<file path="config.mk">
export PLATFORM = sky130hd
export DESIGN_NAME = dac_host_port
export DESIGN_NICKNAME = d
export VERILOG_FILES = /design/src/dac_host_pkg.sv /design/src/dac_pin_writer.sv /design/src/dac_host_port.sv
export SDC_FILE = /design/constraint.sdc
export NUM_CORES = 1
export LEC_CHECK = 0
export ABC_AREA = 1
export BUFFER_PORTS_ARGS = -buffer_cell sky130_fd_sc_hd__buf_4
export CAP_MARGIN = 20
export CORE_UTILIZATION = 49
export CTS_BUF_LIST = sky130_fd_sc_hd__clkbuf_8 sky130_fd_sc_hd__clkbuf_16
export CTS_CLUSTER_SIZE = 14
export DETAILED_ROUTE_END_ITERATION = 8
export MAX_ROUTING_LAYER = met4
export PLACE_DENSITY = 0.72
export SLEW_MARGIN = 10
export SYNTH_ARGS = -nofsm -noshare
export SYNTH_HDL_FRONTEND = slang
export SYNTH_HIERARCHICAL = 1
export SYNTH_SLANG_ARGS = --single-unit
</file>
<file path="constraint.sdc">
create_clock -name aclk -period 2 [get_ports aclk]
set_clock_uncertainty 0.2 [all_clocks]
set_input_delay 0.5 -clock aclk [delete_from_list [all_inputs] [get_ports aclk]]
set_output_delay 0.5 -clock aclk [all_outputs]
set_load 0.05 [all_outputs]
</file>
<file path="src/dac_host_pkg.sv">
/*
 Constants, field layouts and carrier types shared by the DAC host port controller.
 Assumes a 25 MHz aclk and a write-only, double-buffered 14-bit DAC on an 8-bit pin bus.
*/
package dac_host_pkg;

  // ==========================================================================
  // Timing
  localparam int CLK_PERIOD_NS = 40;
  localparam int T_SETUP_NS = 80;
  localparam int T_STROBE_NS = 100;
  localparam int T_HOLD_NS = 40;

  function automatic int ns_to_min_cycles(input int t_ns);
    int c;
    c = (t_ns + CLK_PERIOD_NS - 1) / CLK_PERIOD_NS;
    return (c < 1) ? 1 : c;
  endfunction : ns_to_min_cycles

  localparam int SETUP_CYC = ns_to_min_cycles(T_SETUP_NS);
  localparam int STROBE_CYC = ns_to_min_cycles(T_STROBE_NS);
  localparam int HOLD_CYC = ns_to_min_cycles(T_HOLD_NS);
  localparam int CNT_W = 4;

  // ==========================================================================
  // Device side
  localparam int CODE_W = 14;
  localparam int HIGH_W = 6;
  localparam int LOW_W = 8;
  localparam int DATA_W = 8;
  localparam logic [1:0] LOC_CAL = 2'h0;
  localparam logic [1:0] LOC_HIGH = 2'h1;
  localparam logic [1:0] LOC_LOW = 2'h2;
  localparam logic [1:0] LOC_XFER = 2'h3;
  localparam logic [7:0] CAL_ZERO_DATA = 8'h00;
  localparam logic [7:0] CAL_ONE_DATA = 8'hff;
  localparam logic [7:0] XFER_DATA = 8'h00;
  localparam logic [CODE_W-1:0] CODE_ZERO = 14'h0000;
  localparam logic [CODE_W-1:0] CODE_ONES = 14'h3fff;

  // ==========================================================================
  // Controller registers (AXI4-Lite byte offsets)
  localparam int ADDR_W = 4;
  localparam logic [ADDR_W-1:0] REG_CODE = 4'h0;
  localparam logic [ADDR_W-1:0] REG_CMD = 4'h4;
  localparam logic [ADDR_W-1:0] REG_STATUS = 4'h8;
  localparam logic [ADDR_W-1:0] REG_LAST = 4'hc;
  localparam logic [2:0] CMD_LOAD = 3'h1;
  localparam logic [2:0] CMD_HIGH = 3'h2;
  localparam logic [2:0] CMD_LOW = 3'h3;
  localparam logic [2:0] CMD_XFER = 3'h4;
  localparam logic [2:0] CMD_CAL_ZERO = 3'h5;
  localparam logic [2:0] CMD_CAL_ONE = 3'h6;
  localparam int ST_BUSY = 0;
  localparam int ST_DROP = 1;
  localparam int PEND_HIGH = 0;
  localparam int PEND_LOW = 1;
  localparam int PEND_XFER = 2;
  localparam int PEND_CAL = 3;
  localparam logic [1:0] RESP_OKAY = 2'h0;
  localparam logic [1:0] RESP_SLVERR = 2'h2;

  // ==========================================================================
  // Carriers
  typedef struct packed {
    logic cs_n;
    logic wr_n;
    logic location_select_high;
    logic location_select_low;
    logic [DATA_W-1:0] host_low_byte_lanes;
  } dac_pins_t;

  typedef struct packed {
    logic [1:0] loc;
    logic [DATA_W-1:0] data;
  } pin_req_t;

  localparam dac_pins_t PINS_IDLE = '{1'b1, 1'b1, 1'b0, 1'b0, 8'h00};

endpackage : dac_host_pkg

</file>
<file path="src/dac_pin_writer.sv">
/*
 One DAC bus write cycle: chip select, location and data set up, write strobe, hold.
 Assumes start is a one-cycle pulse given only while busy is low.
*/
`timescale 1ns/10ps
module dac_pin_writer (
  // Clock and reset
  input wire logic aclk,
  input wire logic aresetn,
  // Request
  input wire logic start,
  input dac_host_pkg::pin_req_t req,
  output logic busy,
  // DAC pins
  output dac_host_pkg::dac_pins_t pins
);

  typedef enum logic [1:0] {
    W_IDLE = 2'h0,
    W_SETUP = 2'h1,
    W_STROBE = 2'h3,
    W_HOLD = 2'h2
  } wr_state_t;

  wr_state_t state_q;
  logic [dac_host_pkg::CNT_W-1:0] cnt_q;

  assign busy = (state_q != W_IDLE);

  // ==========================================================================
  // Phase sequencing
  always_ff @(posedge aclk) begin
    if (!aresetn) begin
      state_q <= W_IDLE;
      cnt_q <= '0;
    end else begin
      case (state_q)
        W_IDLE: begin
          if (start) begin
            state_q <= W_SETUP;
            cnt_q <= dac_host_pkg::CNT_W'(dac_host_pkg::SETUP_CYC - 1);
          end
        end
        W_SETUP: begin
          if (cnt_q == '0) begin
            state_q <= W_STROBE;
            cnt_q <= dac_host_pkg::CNT_W'(dac_host_pkg::STROBE_CYC - 1);
          end else begin
            cnt_q <= cnt_q - 1'b1;
          end
        end
        W_STROBE: begin
          if (cnt_q == '0) begin
            state_q <= W_HOLD;
            cnt_q <= dac_host_pkg::CNT_W'(dac_host_pkg::HOLD_CYC - 1);
          end else begin
            cnt_q <= cnt_q - 1'b1;
          end
        end
        W_HOLD: begin
          if (cnt_q == '0) begin
            state_q <= W_IDLE;
          end else begin
            cnt_q <= cnt_q - 1'b1;
          end
        end
        default: begin
          state_q <= W_IDLE;
        end
      endcase
    end
  end

  // ==========================================================================
  // Pin drive: select and data stay put for the whole cycle
  always_ff @(posedge aclk) begin
    if (!aresetn) begin
      pins <= dac_host_pkg::PINS_IDLE;
    end else begin
      case (state_q)
        W_IDLE: begin
          if (start) begin
            pins.cs_n <= 1'b0;
            pins.location_select_high <= req.loc[1];
            pins.location_select_low <= req.loc[0];
            pins.host_low_byte_lanes <= req.data;
          end
        end
        W_SETUP: begin
          if (cnt_q == '0) begin
            pins.wr_n <= 1'b0;
          end
        end
        W_STROBE: begin
          if (cnt_q == '0) begin
            pins.wr_n <= 1'b1;
          end
        end
        W_HOLD: begin
          if (cnt_q == '0) begin
            pins.cs_n <= 1'b1;
          end
        end
        default: begin
          pins <= dac_host_pkg::PINS_IDLE;
        end
      endcase
    end
  end

  // ==========================================================================
  // Checks
  property p_data_stable_strobe;
    @(posedge aclk) disable iff (!aresetn)
      (!pins.cs_n && $past(!pins.cs_n)) |-> $stable(pins.host_low_byte_lanes);
  endproperty
  a_data_stable_strobe: assert property (p_data_stable_strobe)
    else $error("data lanes changed while chip select low");

  property p_strobe_inside_select;
    @(posedge aclk) disable iff (!aresetn)
      $fell(pins.wr_n) |-> !pins.cs_n && $past(!pins.cs_n) ##1 !pins.wr_n;
  endproperty
  a_strobe_inside_select: assert property (p_strobe_inside_select)
    else $error("write strobe not framed by chip select");

  property p_start_to_select;
    @(posedge aclk) disable iff (!aresetn)
      (start && !busy) |=> !pins.cs_n && pins.wr_n && busy;
  endproperty
  a_start_to_select: assert property (p_start_to_select)
    else $error("chip select did not follow start");

endmodule : dac_pin_writer

</file>
<file path="src/dac_host_port.sv">
/*
 AXI4-Lite controlled host port for a double-buffered 14-bit DAC on an 8-bit write bus.
 Assumes an AXI4-Lite master with one write and one read outstanding, and a write-only DAC.
*/
// The AXI4-Lite interface to the registers and the placing of the registers were left to the implementer.
`timescale 1ns/10ps
module dac_host_port (
  // Clock and reset
  input wire logic aclk,
  input wire logic aresetn,
  // AXI4-Lite write
  input wire logic [dac_host_pkg::ADDR_W-1:0] s_awaddr,
  input wire logic s_awvalid,
  output logic s_awready,
  input wire logic [31:0] s_wdata,
  input wire logic [3:0] s_wstrb,
  input wire logic s_wvalid,
  output logic s_wready,
  output logic [1:0] s_bresp,
  output logic s_bvalid,
  input wire logic s_bready,
  // AXI4-Lite read
  input wire logic [dac_host_pkg::ADDR_W-1:0] s_araddr,
  input wire logic s_arvalid,
  output logic s_arready,
  output logic [31:0] s_rdata,
  output logic [1:0] s_rresp,
  output logic s_rvalid,
  input wire logic s_rready,
  // DAC pins
  output dac_host_pkg::dac_pins_t dac_pins
);

  logic aw_have_q;
  logic w_have_q;
  logic [dac_host_pkg::ADDR_W-1:0] awaddr_q;
  logic [31:0] wdata_q;
  logic [3:0] wstrb_q;
  logic do_write;
  logic [dac_host_pkg::CODE_W-1:0] code_q;
  logic [dac_host_pkg::CODE_W-1:0] snap_q;
  logic [dac_host_pkg::HIGH_W-1:0] hi_q;
  logic [dac_host_pkg::LOW_W-1:0] lo_q;
  logic [dac_host_pkg::CODE_W-1:0] last_q;
  logic [3:0] pend_q;
  logic cal_one_q;
  logic drop_q;
  logic start_q;
  dac_host_pkg::pin_req_t req_q;
  logic wr_busy;
  logic busy_any;
  logic cmd_hit;

  assign do_write = aw_have_q && w_have_q && !s_bvalid;
  assign busy_any = (pend_q != '0) || wr_busy || start_q;
  assign cmd_hit = do_write && (awaddr_q == dac_host_pkg::REG_CMD) && wstrb_q[0];

  // ==========================================================================
  // AXI4-Lite write channels
  always_ff @(posedge aclk) begin
    if (!aresetn) begin
      s_awready <= 1'b1;
      s_wready <= 1'b1;
      aw_have_q <= 1'b0;
      w_have_q <= 1'b0;
      awaddr_q <= '0;
      wdata_q <= '0;
      wstrb_q <= '0;
      s_bvalid <= 1'b0;
      s_bresp <= dac_host_pkg::RESP_OKAY;
    end else begin
      if (s_awvalid && s_awready) begin
        aw_have_q <= 1'b1;
        awaddr_q <= s_awaddr;
        s_awready <= 1'b0;
      end
      if (s_wvalid && s_wready) begin
        w_have_q <= 1'b1;
        wdata_q <= s_wdata;
        wstrb_q <= s_wstrb;
        s_wready <= 1'b0;
      end
      if (do_write) begin
        aw_have_q <= 1'b0;
        w_have_q <= 1'b0;
        s_bvalid <= 1'b1;
        case (awaddr_q)
          dac_host_pkg::REG_CODE, dac_host_pkg::REG_CMD,
          dac_host_pkg::REG_STATUS, dac_host_pkg::REG_LAST: begin
            s_bresp <= dac_host_pkg::RESP_OKAY;
          end
          default: begin
            s_bresp <= dac_host_pkg::RESP_SLVERR;
          end
        endcase
      end
      if (s_bvalid && s_bready) begin
        s_bvalid <= 1'b0;
        s_awready <= 1'b1;
        s_wready <= 1'b1;
      end
    end
  end

  // ==========================================================================
  // Code register with byte lanes; every 14-bit value is accepted
  always_ff @(posedge aclk) begin
    if (!aresetn) begin
      code_q <= dac_host_pkg::CODE_ZERO;
    end else if (do_write && awaddr_q == dac_host_pkg::REG_CODE) begin
      if (wstrb_q[0]) begin
        code_q[dac_host_pkg::LOW_W-1:0] <= wdata_q[dac_host_pkg::LOW_W-1:0];
      end
      if (wstrb_q[1]) begin
        code_q[dac_host_pkg::CODE_W-1:dac_host_pkg::LOW_W] <=
          wdata_q[dac_host_pkg::CODE_W-1:dac_host_pkg::LOW_W];
      end
    end
  end

  // ==========================================================================
  // Dropped-command flag: a new drop beats a clear in the same cycle
  always_ff @(posedge aclk) begin
    if (!aresetn) begin
      drop_q <= 1'b0;
    end else if (cmd_hit && busy_any) begin
      drop_q <= 1'b1;
    end else if (do_write && awaddr_q == dac_host_pkg::REG_STATUS && wstrb_q[0] &&
                 wdata_q[dac_host_pkg::ST_DROP]) begin
      drop_q <= 1'b0;
    end
  end

  // ==========================================================================
  // Command planning and write sequencing
  always_ff @(posedge aclk) begin
    if (!aresetn) begin
      pend_q <= '0;
      snap_q <= dac_host_pkg::CODE_ZERO;
      cal_one_q <= 1'b0;
      start_q <= 1'b0;
      req_q <= '0;
      hi_q <= '0;
      lo_q <= '0;
      last_q <= dac_host_pkg::CODE_ZERO;
    end else begin
      start_q <= 1'b0;
      if (cmd_hit && !busy_any) begin
        snap_q <= code_q;
        case (wdata_q[2:0])
          dac_host_pkg::CMD_LOAD: pend_q <= 4'h7;
          dac_host_pkg::CMD_HIGH: pend_q <= 4'h1;
          dac_host_pkg::CMD_LOW: pend_q <= 4'h2;
          dac_host_pkg::CMD_XFER: pend_q <= 4'h4;
          dac_host_pkg::CMD_CAL_ZERO: begin
            pend_q <= 4'h8;
            cal_one_q <= 1'b0;
          end
          dac_host_pkg::CMD_CAL_ONE: begin
            pend_q <= 4'h8;
            cal_one_q <= 1'b1;
          end
          default: pend_q <= '0;
        endcase
      end else if (!wr_busy && !start_q && pend_q != '0) begin
        start_q <= 1'b1;
        if (pend_q[dac_host_pkg::PEND_HIGH]) begin
          pend_q[dac_host_pkg::PEND_HIGH] <= 1'b0;
          req_q <= '{dac_host_pkg::LOC_HIGH,
                     {2'h0, snap_q[dac_host_pkg::CODE_W-1:dac_host_pkg::LOW_W]}};
          hi_q <= snap_q[dac_host_pkg::CODE_W-1:dac_host_pkg::LOW_W];
        end else if (pend_q[dac_host_pkg::PEND_LOW]) begin
          pend_q[dac_host_pkg::PEND_LOW] <= 1'b0;
          req_q <= '{dac_host_pkg::LOC_LOW, snap_q[dac_host_pkg::LOW_W-1:0]};
          lo_q <= snap_q[dac_host_pkg::LOW_W-1:0];
        end else if (pend_q[dac_host_pkg::PEND_XFER]) begin
          pend_q[dac_host_pkg::PEND_XFER] <= 1'b0;
          req_q <= '{dac_host_pkg::LOC_XFER, dac_host_pkg::XFER_DATA};
          last_q <= {hi_q, lo_q};
        end else begin
          pend_q[dac_host_pkg::PEND_CAL] <= 1'b0;
          req_q <= '{dac_host_pkg::LOC_CAL, cal_one_q ? dac_host_pkg::CAL_ONE_DATA :
                                                        dac_host_pkg::CAL_ZERO_DATA};
          last_q <= cal_one_q ? dac_host_pkg::CODE_ONES : dac_host_pkg::CODE_ZERO;
        end
      end
    end
  end

  dac_pin_writer u_writer (
    .aclk(aclk),
    .aresetn(aresetn),
    .start(start_q),
    .req(req_q),
    .busy(wr_busy),
    .pins(dac_pins)
  );

  // ==========================================================================
  // AXI4-Lite read channel
  always_ff @(posedge aclk) begin
    if (!aresetn) begin
      s_arready <= 1'b1;
      s_rvalid <= 1'b0;
      s_rdata <= '0;
      s_rresp <= dac_host_pkg::RESP_OKAY;
    end else if (s_arvalid && s_arready) begin
      s_arready <= 1'b0;
      s_rvalid <= 1'b1;
      s_rresp <= dac_host_pkg::RESP_OKAY;
      case (s_araddr)
        dac_host_pkg::REG_CODE: s_rdata <= {18'h0, code_q};
        dac_host_pkg::REG_CMD: s_rdata <= '0;
        dac_host_pkg::REG_STATUS: s_rdata <= {30'h0, drop_q, busy_any};
        dac_host_pkg::REG_LAST: s_rdata <= {18'h0, last_q};
        default: begin
          s_rdata <= '0;
          s_rresp <= dac_host_pkg::RESP_SLVERR;
        end
      endcase
    end else if (s_rvalid && s_rready) begin
      s_rvalid <= 1'b0;
      s_arready <= 1'b1;
    end
  end

  // ==========================================================================
  // Checks
  property p_high_before_low;
    @(posedge aclk) disable iff (!aresetn)
      (start_q && req_q.loc == dac_host_pkg::LOC_LOW) |-> !pend_q[dac_host_pkg::PEND_HIGH];
  endproperty
  a_high_before_low: assert property (p_high_before_low)
    else $error("low byte issued before pending high byte");

  property p_xfer_after_bytes;
    @(posedge aclk) disable iff (!aresetn)
      (start_q && req_q.loc == dac_host_pkg::LOC_XFER) |->
        pend_q[dac_host_pkg::PEND_LOW:dac_host_pkg::PEND_HIGH] == 2'h0 &&
        last_q == {hi_q, lo_q};
  endproperty
  a_xfer_after_bytes: assert property (p_xfer_after_bytes)
    else $error("transfer issued before both bytes");

  property p_high_byte_lanes;
    @(posedge aclk) disable iff (!aresetn)
      (start_q && req_q.loc == dac_host_pkg::LOC_HIGH) |->
        req_q.data[7:6] == 2'h0 ##1 dac_pins.host_low_byte_lanes == $past(req_q.data);
  endproperty
  a_high_byte_lanes: assert property (p_high_byte_lanes)
    else $error("high byte not right-justified on pins");

  property p_normal_locations;
    @(posedge aclk) disable iff (!aresetn)
      (start_q && req_q.loc == dac_host_pkg::LOC_CAL) |->
        pend_q[dac_host_pkg::PEND_XFER:dac_host_pkg::PEND_HIGH] == 3'h0 &&
        ((req_q.data == dac_host_pkg::CAL_ONE_DATA && last_q == dac_host_pkg::CODE_ONES) ||
         (req_q.data == dac_host_pkg::CAL_ZERO_DATA && last_q == dac_host_pkg::CODE_ZERO));
  endproperty
  a_normal_locations: assert property (p_normal_locations)
    else $error("fourth location used outside calibration");

  property p_load_busy;
    @(posedge aclk) disable iff (!aresetn)
      (cmd_hit && !busy_any && wdata_q[2:0] == dac_host_pkg::CMD_LOAD) |=>
        busy_any ##[1:4] start_q;
  endproperty
  a_load_busy: assert property (p_load_busy)
    else $error("accepted load did not start a pin write");

  c_full_load: cover property (@(posedge aclk) disable iff (!aresetn)
    start_q && req_q.loc == dac_host_pkg::LOC_XFER);
  c_cal_write: cover property (@(posedge aclk) disable iff (!aresetn)
    start_q && req_q.loc == dac_host_pkg::LOC_CAL);
  c_drop: cover property (@(posedge aclk) disable iff (!aresetn)
    cmd_hit && busy_any);

endmodule : dac_host_port

</file>
Word-level counts from Yosys, hierarchy flattened
Index checks and enable logic that the tools add are counted.
{ "totals": {"input_bits": 51, "mem_bits_rw": 0, "n_memories": 0, "latch_bits": 0, "rom_bits": 0, "ff_bits": 154} }
{ "classes": {"n_shift": 0, "n_eq_ne": 23, "multipliers": 0, "bitwise": 4, "div": 0, "addsub": 1, "order_cmp": 0, "muxes": 38, "n_reduce_logical": 56} }
{ "op_table": {"columns": ["op", "n"], "rows": [
  ["14-bit one-hot mux with 3 select lines", 1],
  ["10-bit two-way mux", 3],
  ["14-bit two-way mux", 2],
  ["4-bit two-way mux", 6],
  ["4-bit one-hot mux with 5 select lines", 1],
  ["1-bit logical AND", 17],
  ["4-bit == test (second input constant)", 4],
  ["4-bit one-hot mux with 4 select lines", 1],
  ["4-bit AND reduction", 4],
  ["2-bit two-way mux", 7],
  ["2-bit AND reduction", 7],
  ["2-bit nonzero test", 7],
  ["4-bit zero test", 3],
  ["2-bit by 1-bit != test with 1-bit output (second input constant)", 6],
  ["3-bit AND reduction", 4],
  ["1-bit two-way mux", 11],
  ["3-bit == test (second input constant)", 3],
  ["4-bit by 3-bit == test with 1-bit output (second input constant)", 2],
  ["8-bit two-way mux", 1],
  ["2-bit one-hot mux with 4 select lines", 1],
  ["2-bit OR reduction", 4],
  ["4-bit OR reduction", 2],
  ["3-bit by 2-bit == test with 1-bit output (second input constant)", 2],
  ["1-bit one-hot mux with 2 select lines", 3],
  ["other kinds (11)", 20]
]} }

Depth between registers and ports, before layout
Gate-level depths: netlist of run 1.
{ "logic_depth": {"ltp_word": 7, "ltp_mapped": 10, "mapped_depth_nobuf": 9} }

By module
The synthesis of run 1 kept the hierarchy.
{ "modules_own_cells": {"columns": ["mod", "area_each_um2", "seq_area_each_um2", "cells_per_inst", "n_inst"], "rows": [
  ["dac_host_port", 4880.9, 2322.2, 677, 1],
  ["dac_pin_writer", 767.0, 360.3, 107, 1]
]} }

Least setup slack after synthesis of run 1
OpenSTA, ideal clock, no wires.
{ "synth_timing": {"path_type": "reg2reg", "startpoint": "reg s_arready", "endpoint": "reg s_rdata[12]", "stages_incl_launch_ff": 6, "arrival_ns": 1.522, "setup_ns": 0.071, "path_slack_ns": 0.207, "cell_sequence": "dfxtp_1 > nand2_1 > inv_1 > clkbuf_1 > nand2_1 > a21oi_1"} }
{ "synth_between": {"elab_chain_cells": 1} }
{ "synth_lines": {"columns": ["element", "line", "text"], "rows": [
  ["from (decl)", "dac_host_port.sv:25", "output logic s_arready,"],
  ["from (signal assigned)", "dac_host_port.sv:203", "s_arready <= 1'b1;"],
  ["from (signal assigned)", "dac_host_port.sv:208", "s_arready <= 1'b0;"],
  ["from (signal assigned)", "dac_host_port.sv:223", "s_arready <= 1'b1;"],
  ["1-bit logical AND", "dac_host_port.sv:207", "end else if (s_arvalid && s_arready) begin"],
  ["to (signal assigned)", "dac_host_port.sv:212", "dac_host_pkg::REG_CODE: s_rdata <= {18'h0, code_q};"],
  ["to (signal assigned)", "dac_host_port.sv:214", "dac_host_pkg::REG_STATUS: s_rdata <= {30'h0, drop_q, busy_any};"],
  ["to (signal assigned)", "dac_host_port.sv:215", "dac_host_pkg::REG_LAST: s_rdata <= {18'h0, last_q};"],
  ["to (decl)", "dac_host_port.sv:26", "output logic [31:0] s_rdata,"]
]} }
Every way passes these cells.
A chain may end at the register's enable or synchronous reset.

Worst setup path after layout of run 1
{ "layout_timing": {"startpoint": "reg u_writer.state_q[0]", "endpoint": "reg snap_q[11] (netlist name)"} }
{ "layout_between": {"elab_chain_cells": 5} }
{ "layout_lines": {"columns": ["element", "line", "text"], "rows": [
  ["from (decl)", "dac_pin_writer.sv:25", "wr_state_t state_q;"],
  ["from (signal assigned)", "dac_pin_writer.sv:34", "state_q <= W_IDLE;"],
  ["from (signal assigned)", "dac_pin_writer.sv:40", "state_q <= W_SETUP;"],
  ["from (signal assigned)", "dac_pin_writer.sv:46", "state_q <= W_STROBE;"],
  ["2-bit nonzero test", "dac_pin_writer.sv:28", "assign busy = (state_q != W_IDLE);"],
  ["named net wr_busy", "dac_host_port.sv:50", "logic wr_busy;"],
  ["1-bit logical OR (2 in series)", "dac_host_port.sv:55", "assign busy_any = (pend_q != '0) || wr_busy || start_q;"],
  ["1-bit zero test", "dac_host_port.sv:148", "if (cmd_hit && !busy_any) begin"],
  ["1-bit logical AND", "dac_host_port.sv:148", null],
  ["to (signal assigned)", "dac_host_port.sv:139", "snap_q <= dac_host_pkg::CODE_ZERO;"],
  ["to (signal assigned)", "dac_host_port.sv:149", "snap_q <= code_q;"],
  ["to (decl)", "dac_host_port.sv:41", "logic [dac_host_pkg::CODE_W-1:0] snap_q;"]
]} }
The timed path passes the listed nets, and every way through them passes these cells.

==> results of run 1 <==
-- cells by family (layout without fill, tap and decap cells) --
| kind of cell | count (synthesis) | after routing |
|---|---|---|
| buffers and inverters | 122 | 178 |
| adders and majority gates | 2 | 2 |
| AOI/OAI and AO/OA | 175 | 175 |
| and+or+nand+nor | 350 | 350 |
| other | 1 | 20 |
| DFF | 134 | 134 |
-- power groups by stage --
| stage | clock network, uW | registers (uW) | logic (uW) |
|---|---|---|---|
| after floorplan | 0 | 2850 | 319 |
| after global placement | 0 | 2820 | 437 |
| after detailed placement | 0 | 2820 | 447 |
| after CTS | 3440 | 2760 | 449 |
| after global routing | 3560 | 2770 | 500 |
| final | 3420 | 2760 | 451 |
-- Yosys cell counts (2+ instances only) --
| master | count | area [um^2] |
|---|---|---|
| a21oi_1 | 81 | 405.4 |
| a31oi_1 | 6 | 37.54 |
| buf_1 | 3 | 11.26 |
| buf_2 | 6 | 30.03 |
| buf_4 | 22 | 165.2 |
| buf_6 | 3 | 33.78 |
| clkbuf_1 | 26 | 97.59 |
| clkbuf_2 | 2 | 10.01 |
| dfxtp_1 | 134 | 2683 |
| ha_1 | 2 | 25.02 |
| inv_1 | 57 | 214.0 |
| inv_2 | 2 | 7.510 |
| nand2_1 | 159 | 596.8 |
| nand2_2 | 5 | 31.28 |
| nand3_1 | 73 | 365.4 |
| nand4_1 | 4 | 25.02 |
| nor2_1 | 98 | 367.9 |
| nor2_2 | 6 | 37.54 |
| nor2_4 | 2 | 22.52 |
| o21ai_0 | 77 | 385.4 |
| o21ai_1 | 8 | 40.04 |
-- layout by cell type (no fill, tap or decap), drive strengths merged, types with 4 or more instances in the layout --
master	n
buf	86
bufinv	5
nor2	106
a21oi	81
inv	62
o21ai	85
conb	20
nand2	165
clkbuf	21
nand3	74
nand4	4
dfxtp	134
a31oi	6
-- worst reg2reg max path: cells and delay by family, from the launching register on --
| kind | cells | cell delay (ns) |
|---|---|---|
| and+or+nand+nor | 5 | 0.68 |
| DFF | 1 | 0.36 |
| AOI/OAI and AO/OA | 1 | 0.17 |
| buffers and inverters | 3 | 0.37 |
-- state kept, by name, summed over array words and instances (netlist names), 2 cells and up --
| register | count |
|---|---|
| u_writer/cnt_q | 4 |
| hi_q | 6 |
| u_writer/state_q | 2 |
| pend_q | 4 |
| s_rdata | 14 |
| last_q | 14 |
| req_q | 10 |
| awaddr_q | 4 |
| wstrb_q | 2 |
| wdata_q | 14 |
| code_q | 14 |
| u_writer/pins | 12 |
| snap_q | 14 |
| lo_q | 8 |
-- worst paths after layout --
check	to	cells after the start
setup / recovery	snap_q[11]	9
hold reg to reg	hi_q[5]	2
setup reg to reg	snap_q[11]	9
hold / removal	s_awready	3
-- area by class of cell --
type	count	area, um^2	area share
Multi-Input combinational cell	547	2479	0.3580
Inverter	60	225.2	0.03253
Sequential cell	134	2683	0.3874
Tap cell	140	175.2	0.02530
Clock inverter	11	178.9	0.02584
Timing Repair Buffer	86	703.2	0.1016
Clock buffer	21	480.5	0.06939
-- what timing repair did --
| action | in CTS | in global routing |
|---|---|---|
| buffers inserted | 0 | 2 |
| endpoints found under the setup margin | 0 | 37 |
| hold buffers | 0 | 0 |
| resized for setup | 0 | 6 |
-- metal layers --
metal,up-vias,global-route usage
li1,2640,-
met1,2364,0.2800
met2,163,0.3895
met3,41,0.04327
met4,0,0.1181
met5,-,-
-- metrics by stage --
stage	total power (uW)	setup slack [ns]	TNS [ns]	util	instances
after detailed placement	3268	0.1124	0	0.5645	965
after CTS	6651	0.02172	0	0.6243	997
after global routing	6834	-0.03022	-0.1063	0.6277	999
after global placement	3255	0.1524	0	0.5645	965
after floorplan	3168	0.2069	0	-	803
final	6637	0.09751	0	0.6277	999
==> out/results.tsv, run 1 <==
metric	value	unit
outcome	finished, final reports clean	
die width	109.4	um
Syn Area/Cell	7.204	um^2
Yosys cell types	29	
Vias/cell	5.213	
H-Tree Depth	4	
Post-DRT Antenna Nets	0	
clock tree from TritonCTS	yes	
critical path required time	2.09	ns
vias post-DR	5208	
Seq cells post-synth	134	
sequential element share of the synthesized area	0.4750	
placed cell area	6227	um^2
Num CTS Buffers	17	
Slowest-stage cell, CP	dfxtp_1	
sequential share of power	0.417	
Clock Tree Buf Depth	2	
Largest delay share family, worst path	simple AND/OR/NAND/NOR gates	
Setup crit end kind	register	
CP bufs+invs	3	
Max Used Layer	met4	
total grt overflow	0	
Post-Synth Simple-Gate Area	0.2607	
CP max stage delay	0.36	ns
floorplan core area	11030	um^2
met2 WL	6325	um
Metal-1 WL	5678	um
net switching power	1452	uW
fin nets	899	
Post-Synthesis Cells	784	
complex-gate fraction of the synthesized area	0.1577	
Total GRT Usage	0.2374	
Crit Path Class	reg -> reg	
Antenna Cells	0	
Fillers	950	
pin count of the biggest net entering global routing	48	
final WL	12970	um
DRC Markers	0	
Logic pwr share	0.068	
Hold WS	0.1392	ns
Final Max Tran Viols	0	
Synth Cell Area	5648	um^2
number of synthesized flops with an enable pin	0	
first-pass GRT wire length	21510	um
Async SR Flop Fraction	0	
adder-cell area share of the yosys netlist	0.004431	
initial antenna violation count	0	
area growth from synthesis to layout	22.60	%
reg-to-reg critical path startpoint	u_writer/state_q[0]	
clock share of power	0.516	
leakage	0.002997	uW
RePlAce Congestion	0.8720	
Wirelength per Cell	12.98	um
Chip Height	109.4	um
CTS clk-pin slew, worst paths	0.06	ns
Int Pwr	5185	uW
CP Data Arrival Time	2.00	ns
post-synthesis mux area share	0	
switching share of total power	0.2187	
hold crit path type	in -> reg	
Pre-antenna DRT Iters	6	
number of global-route vias before repair	4814	
main combinational cell family by area after synthesis	simple AND/OR/NAND/NOR gates	
Synth Area in XOR/XNOR	0	
count of final hold-check violations	0	
worst-path fanout max	7	
DR iter-0 viols	308	
layout cells sized above 1	0.1537	
Max-Cap Viols	0	
Setup crit start	u_writer/state_q[0]	
Initial Util	0.5120	
Tcrit/Tclk final	0.9512	
Met3 Routed Length	554	um
CTS Sinks	134	
Die ar.	11960	um^2
min Tclk post-route	1.902	ns
Startpoint Class	register	
Worst-Skew Late Latency	0.41	ns
r2r setup slk	0.1	ns
Pwr Density	958.5	nW/um^2
cells along the critical path	nor2_2 > inv_1 > nor2_4 > inv_1 > nor2_2 > nand2_2 > buf_4 > o21ai_0 > nor2_1	
Worst VDD drop	0.0005485	V
Yosys warnings	6	
Final Instance Area	6924	um^2
Port Buffers	63	
detailed placer's ending HPWL	8935	um
FP Rows	38	
final setup vio count	0	
upper clock frequency limit	0.5256	GHz
num ports	104	
CTS Root Cell	clkbuf_16	
hold_sp	s_bready	
Top FF cell, synth	dfxtp_1	
(Power assumes the default switching activity.)
==> run 2: changes to the inputs <==
--- a/config.mk
+++ b/config.mk
@@ -8,12 +8,12 @@
 export ABC_AREA = 1
 export BUFFER_PORTS_ARGS = -buffer_cell sky130_fd_sc_hd__buf_4
 export CAP_MARGIN = 20
-export CORE_UTILIZATION = 49
+export CORE_UTILIZATION = 55
 export CTS_BUF_LIST = sky130_fd_sc_hd__clkbuf_8 sky130_fd_sc_hd__clkbuf_16
 export CTS_CLUSTER_SIZE = 14
 export DETAILED_ROUTE_END_ITERATION = 8
 export MAX_ROUTING_LAYER = met4
-export PLACE_DENSITY = 0.72
+export PLACE_DENSITY = 0.79
 export SLEW_MARGIN = 10
 export SYNTH_ARGS = -nofsm -noshare
 export SYNTH_HDL_FRONTEND = slang
==> constraint.sdc (replaced) <==
create_clock -name aclk -period 1.9 [get_ports aclk]
set_clock_uncertainty 0.2 [all_clocks]
set_input_delay 0.475 -clock aclk [delete_from_list [all_inputs] [get_ports aclk]]
set_output_delay 0.475 -clock aclk [all_outputs]
set_load 0.05 [all_outputs]
==> out/results.tsv, run 2 (synthesized netlist as in run 1, its figures left out) <==
metric	value	unit	change
Post-DRT Antenna Nets	0		unchanged
Total GRT Usage	0.2641		+0.02669
M1 GR Usage	0.3254		+0.04541
Setup crit end kind	register		
cell total after placement	955		-1.0%
post-route insts no fill	987		-1.2%
initial antenna violation count	0		unchanged
DR iter-0 viols	340		+10%
fin nets	895		-0.44%
Fillers	775		-18%
CTS clk-pin slew, worst paths	0.06	ns	about the same
met3 Use GR	0.05376		+0.01049
met2 Use GR	0.4277		+0.03820
min Tclk post-route	1.877	ns	-0.02563 ns
Final Max Tran Viols	0		unchanged
total grt overflow	0		unchanged
unrepaired setup endpoints after global routing	yes		
hold crit path type	in -> reg		
Crit Path Class	reg -> reg		
area of the multi-input gates	2479	um^2	unchanged
critical path required time	2.14	ns	+0.05 ns
area growth from synthesis to layout	21.95	%	
Num CTS Buffers	17		unchanged
Worst-Skew Late Latency	0.52	ns	+0.11 ns
DRC Markers	0		unchanged
Tcrit/Tclk final	0.9878		+0.03657
Post-Route Setup TNS	0	ns	unchanged
Max-Cap Viols	0		unchanged
Initial Util	0.5726		+0.06053
leakage	0.002964	uW	-1.1%
first-pass GRT wire length	21010	um	-2.3%
CTS Root Cell	clkbuf_8		
vias post-DR	5245		+0.71%
Pwr Density	1004	nW/um^2	+4.7%
FP Rows	36		-5.3%
Startpoint Class	register		
Die ar.	10680	um^2	-11%
Vias/cell	5.314		+1.9%
number of global-route vias before repair	4588		-4.7%
final WL	13210	um	+1.8%
outcome	finished, final reports clean		
most frequent cells in the layout	159 x nand2_1, 133 x dfxtp_1, 98 x nor2_1		
Port Buffers	63		unchanged
worst-path fanout max	7		unchanged
Sequential cell area	2684	um^2	about the same
floorplan core area	9864	um^2	-11%
Pre-antenna DRT Iters	5		-1
pin count of the biggest net entering global routing	53		+10%
CTS Sinks	134		unchanged
Clock Tree Buf Depth	2		unchanged
Wirelength per Cell	13.38	um	+3.1%
CP Data Arrival Time	2.12	ns	+0.12 ns
clock tree from TritonCTS	yes		
count of final hold-check violations	0		unchanged
H-Tree Depth	4		unchanged
Hold WS	0.01620	ns	-0.1230 ns
RePlAce Congestion	0.8593		-1.5%
final setup vio count	0		unchanged
upper clock frequency limit	0.5328	GHz	+1.4%
num ports	104		unchanged
Chip Height	103.3	um	-5.5%
layout cells sized above 1	0.1534		-0.0002713
most common cell after layout, fill and taps aside	nand2_1		
Antenna Cells	0		unchanged
layer with the highest usage	met2		
detailed placer's ending HPWL	8785	um	-1.7%
Worst VDD drop	0.0005620	V	+2.5%
die width	103.3	um	-5.5%
-- run 2: changes by cell type in the layout (fill, tap and decap cells not counted), sizes merged --
cell	previous run	this run
inv	62	59
buf	86	81
clkinv	3	6
clkinvlp	1	2
clkbuf	21	20
-- run 2: final timing paths --
check                 startpoint          to  slack, ns  cells after the start
max          u_writer/state_q[0]  last_q[10]       0.02                      8
min                     s_bready    s_wready       0.02                      3
max reg2reg  u_writer/state_q[0]  last_q[10]       0.02                      8
min reg2reg           wdata_q[9]  wdata_q[9]       0.25                      2
-- run 2: layout make-up --
| class | instances | share of cell area |
|---|---|---|
| Sequential cell | 134 | 0.3896 |
| Multi-Input combinational cell | 547 | 0.3599 |
| Timing Repair Buffer | 82 | 0.1003 |
| Clock buffer | 19 | 0.06412 |
| Inverter | 60 | 0.03270 |
| Clock inverter | 12 | 0.02925 |
| Tap cell | 133 | 0.02416 |
-- run 2: repair_timing --
action                     in CTS  in global routing
hold buffers                    0                  0
buffers inserted                0                  0
resized for setup               0                 12
setup endpoints to repair       0                 34
-- run 2: worst max-delay path: stages, from the launching register on --
cell     delay (ns)
dfxtp_2        0.35
nor2_2         0.16
inv_1          0.09
nor2_4         0.17
nand2_4        0.10
nor2_4         0.29
buf_8          0.17
nand3_1        0.08
a21oi_1        0.19
-- run 2: stage by stage --
stage | power (uW) | setup slack, ns | cell area [um^2] | util
6_report | 6913 | 0.02315 | 6888 | 0.6983
5_1_grt | 7132 | -0.06070 | 6888 | 0.6983
3_3_place_gp | 3427 | 0.1494 | 6196 | 0.6281
3_5_place_dp | 3442 | 0.08496 | 6196 | 0.6281
2_1_floorplan | 3334 | 0.1069 | 5719 | -
4_1_cts | 6931 | 0.01631 | 6839 | 0.6933
-- run 2: power by group --
part | leakage, uW | switching (uW) | internal (uW)
clock network | 0.000310 | 1200 | 2330
logic | 0.00157 | 336 | 143
registers | 0.00109 | 40.1 | 2870
total | 0.00296 | 1570 | 5340
-- run 2: per-layer routing --
| metal | vias to the layer above | part of all wire |
|---|---|---|
| li1 | 2632 | - |
| met1 | 2409 | 0.44 |
| met2 | 177 | 0.49 |
| met3 | 27 | 0.050 |
| met4 | 0 | 0.021 |
| met5 | - | 0 |
==> run 3: changes to the inputs <==
--- a/config.mk
+++ b/config.mk
@@ -8,6 +8,7 @@
 export ABC_AREA = 1
 export BUFFER_PORTS_ARGS = -buffer_cell sky130_fd_sc_hd__buf_4
 export CAP_MARGIN = 20
+export CORE_MARGIN = 2
 export CORE_UTILIZATION = 55
 export CTS_BUF_LIST = sky130_fd_sc_hd__clkbuf_8 sky130_fd_sc_hd__clkbuf_16
 export CTS_CLUSTER_SIZE = 14
==> out/results.tsv, run 3 (synthesized netlist as in run 1, its figures left out) <==
metric	value	unit	change
Worst VDD drop	0.0005184	V	-7.8%
worst-path fanout max	5		-2
Levels on crit path	1		-7
layout cells sized above 1	0.1512		-0.002165
Chip Height	105.3	um	+1.9%
Hold Path Stages	4		+1
Post-Route Setup TNS	0	ns	unchanged
Max-Cap Viols	0		unchanged
die width	105.3	um	+1.9%
detailed placer's ending HPWL	8905	um	+1.4%
Die ar.	11100	um^2	+3.9%
Vias/cell	5.297		-0.32%
Final Max Tran Viols	0		unchanged
count of final hold-check violations	0		unchanged
CP bufs+invs	1		-1
Tcrit/Tclk final	0.9476		-0.04019
floorplan core area	9864	um^2	unchanged
DR iter-0 viols	382		+12%
Antenna Cells	0		unchanged
cts repair resizes	0		unchanged
Setup WS post-layout	0.09952	ns	+0.07637 ns
Crit Path Class	reg -> out		
pin count of the biggest net entering global routing	53		unchanged
clock share of power	0.482		-0.028
Pwr Density	965.3	nW/um^2	-3.8%
area growth from synthesis to layout	20.40	%	
fin nets	894		-0.11%
Num CTS Buffers	17		unchanged
Startpoint Class	register		
hold crit path type	in -> reg		
Setup WS pre-CTS	0.1382	ns	+0.05324 ns
FP Rows	36		unchanged
initial antenna violation count	0		unchanged
switching share of total power	0.2419		+0.01414
most common cell after layout, fill and taps aside	nand2_1		
outcome	finished, final reports clean		
CP Data Arrival Time	1.13	ns	-0.99 ns
most frequent cells in the layout	159 x nand2_1, 134 x dfxtp_1, 98 x nor2_1		
leakage	0.002921	uW	-1.5%
RePlAce Congestion	0.8747		+1.8%
Int Pwr	4977	uW	-6.8%
CTS Root Cell	clkbuf_8		
final setup vio count	0		unchanged
Worst-Skew Late Latency	0.53	ns	about the same
hold-fix buffers at CTS	0		unchanged
cell total after placement	955		unchanged
Setup crit end kind	output pin		
critical path required time	1.22	ns	-0.92 ns
num ports	104		unchanged
number of global-route vias before repair	4777		+4.1%
Pre-antenna DRT Iters	7		+2
total grt overflow	0		unchanged
unrepaired setup endpoints after global routing	no		
clock tree from TritonCTS	yes		
CP max stage delay	0.38	ns	+0.03 ns
Slowest-stage cell, CP	dfxtp_1		
CTS Sinks	134		unchanged
Port Buffers	63		unchanged
Post-DRT Antenna Nets	0		unchanged
Clock Tree Buf Depth	2		unchanged
Wirelength per Cell	13.29	um	-0.69%
Largest delay share family, worst path	flip-flops		
sequential share of power	0.444		+0.023
net switching power	1588	uW	+0.86%
Initial Util	0.5726		unchanged
final WL	13110	um	-0.79%
Logic pwr share	0.074		+0.005
DRC Markers	0		unchanged
min Tclk post-route	1.800	ns	-0.07637 ns
H-Tree Depth	4		unchanged
post-route insts no fill	986		-0.10%
R2R depth	8		unchanged
Post-CTS Setup Bufs	0		unchanged
Total GRT Usage	0.2528		-0.01133
first-pass GRT wire length	22090	um	+5.2%
vias post-DR	5223		-0.42%
upper clock frequency limit	0.5554	GHz	+4.2%
CTS clk-pin slew, worst paths	0.06	ns	about the same
cells along the critical path	buf_4		
-- run 3: worst paths after layout --
path / from / endpoint / slack (ns)
worst min-delay path: s_rready / s_rvalid / 0.009
worst max register to register: u_writer/state_q[0] / last_q[1] / 0.16
worst min register to register: wdata_q[8] / wdata_q[8] / 0.25
worst max-delay path: s_bvalid / s_bvalid / 0.1
-- run 3: power groups by stage --
stage | Combinational [uW] | Clock, uW | Sequential (uW)
after floorplan | 336 | 0 | 3000
after global placement | 465 | 0 | 2970
after detailed placement | 477 | 0 | 2970
after CTS | 485 | 3190 | 2910
after global routing | 537 | 3340 | 2920
final | 485 | 3170 | 2910
-- run 3: metrics by stage --
stage                     utilization  hold slack, ns  total power, uW  instance area, um^2
after floorplan                     -          0.2288             3334                 5719
after global placement         0.6294          0.2413             3431                 6208
after detailed placement       0.6294          0.2465             3447                 6208
after CTS                      0.6884        0.005604             6582                 6790
after global routing           0.6894        0.003895             6792                 6800
final                          0.6894        0.008735             6565                 6800
-- run 3: per-layer routing --
metal	up-vias	routed length, um	GRT usage
li1	2620	-	-
met1	2402	5611	0.3089
met2	181	6468	0.4115
met3	20	865	0.06061
met4	0	161	0.08381
met5	-	0	-
-- run 3: area by class of cell --
| type | count | area [um^2] |
|---|---|---|
| Timing Repair Buffer | 81 | 670.6 |
| Inverter | 60 | 225.2 |
| Clock buffer | 20 | 455.4 |
| Tap cell | 133 | 166.4 |
| Clock inverter | 11 | 126.4 |
| Sequential cell | 134 | 2683 |
| Multi-Input combinational cell | 547 | 2474 |
| Fill cell | 796 | 3064 |
-- run 3: worst min-delay path, stage by stage --
cell	delay [ns]
buf_4	0.08
inv_1	0.03
nand2_1	0.04
a21oi_1	0.05
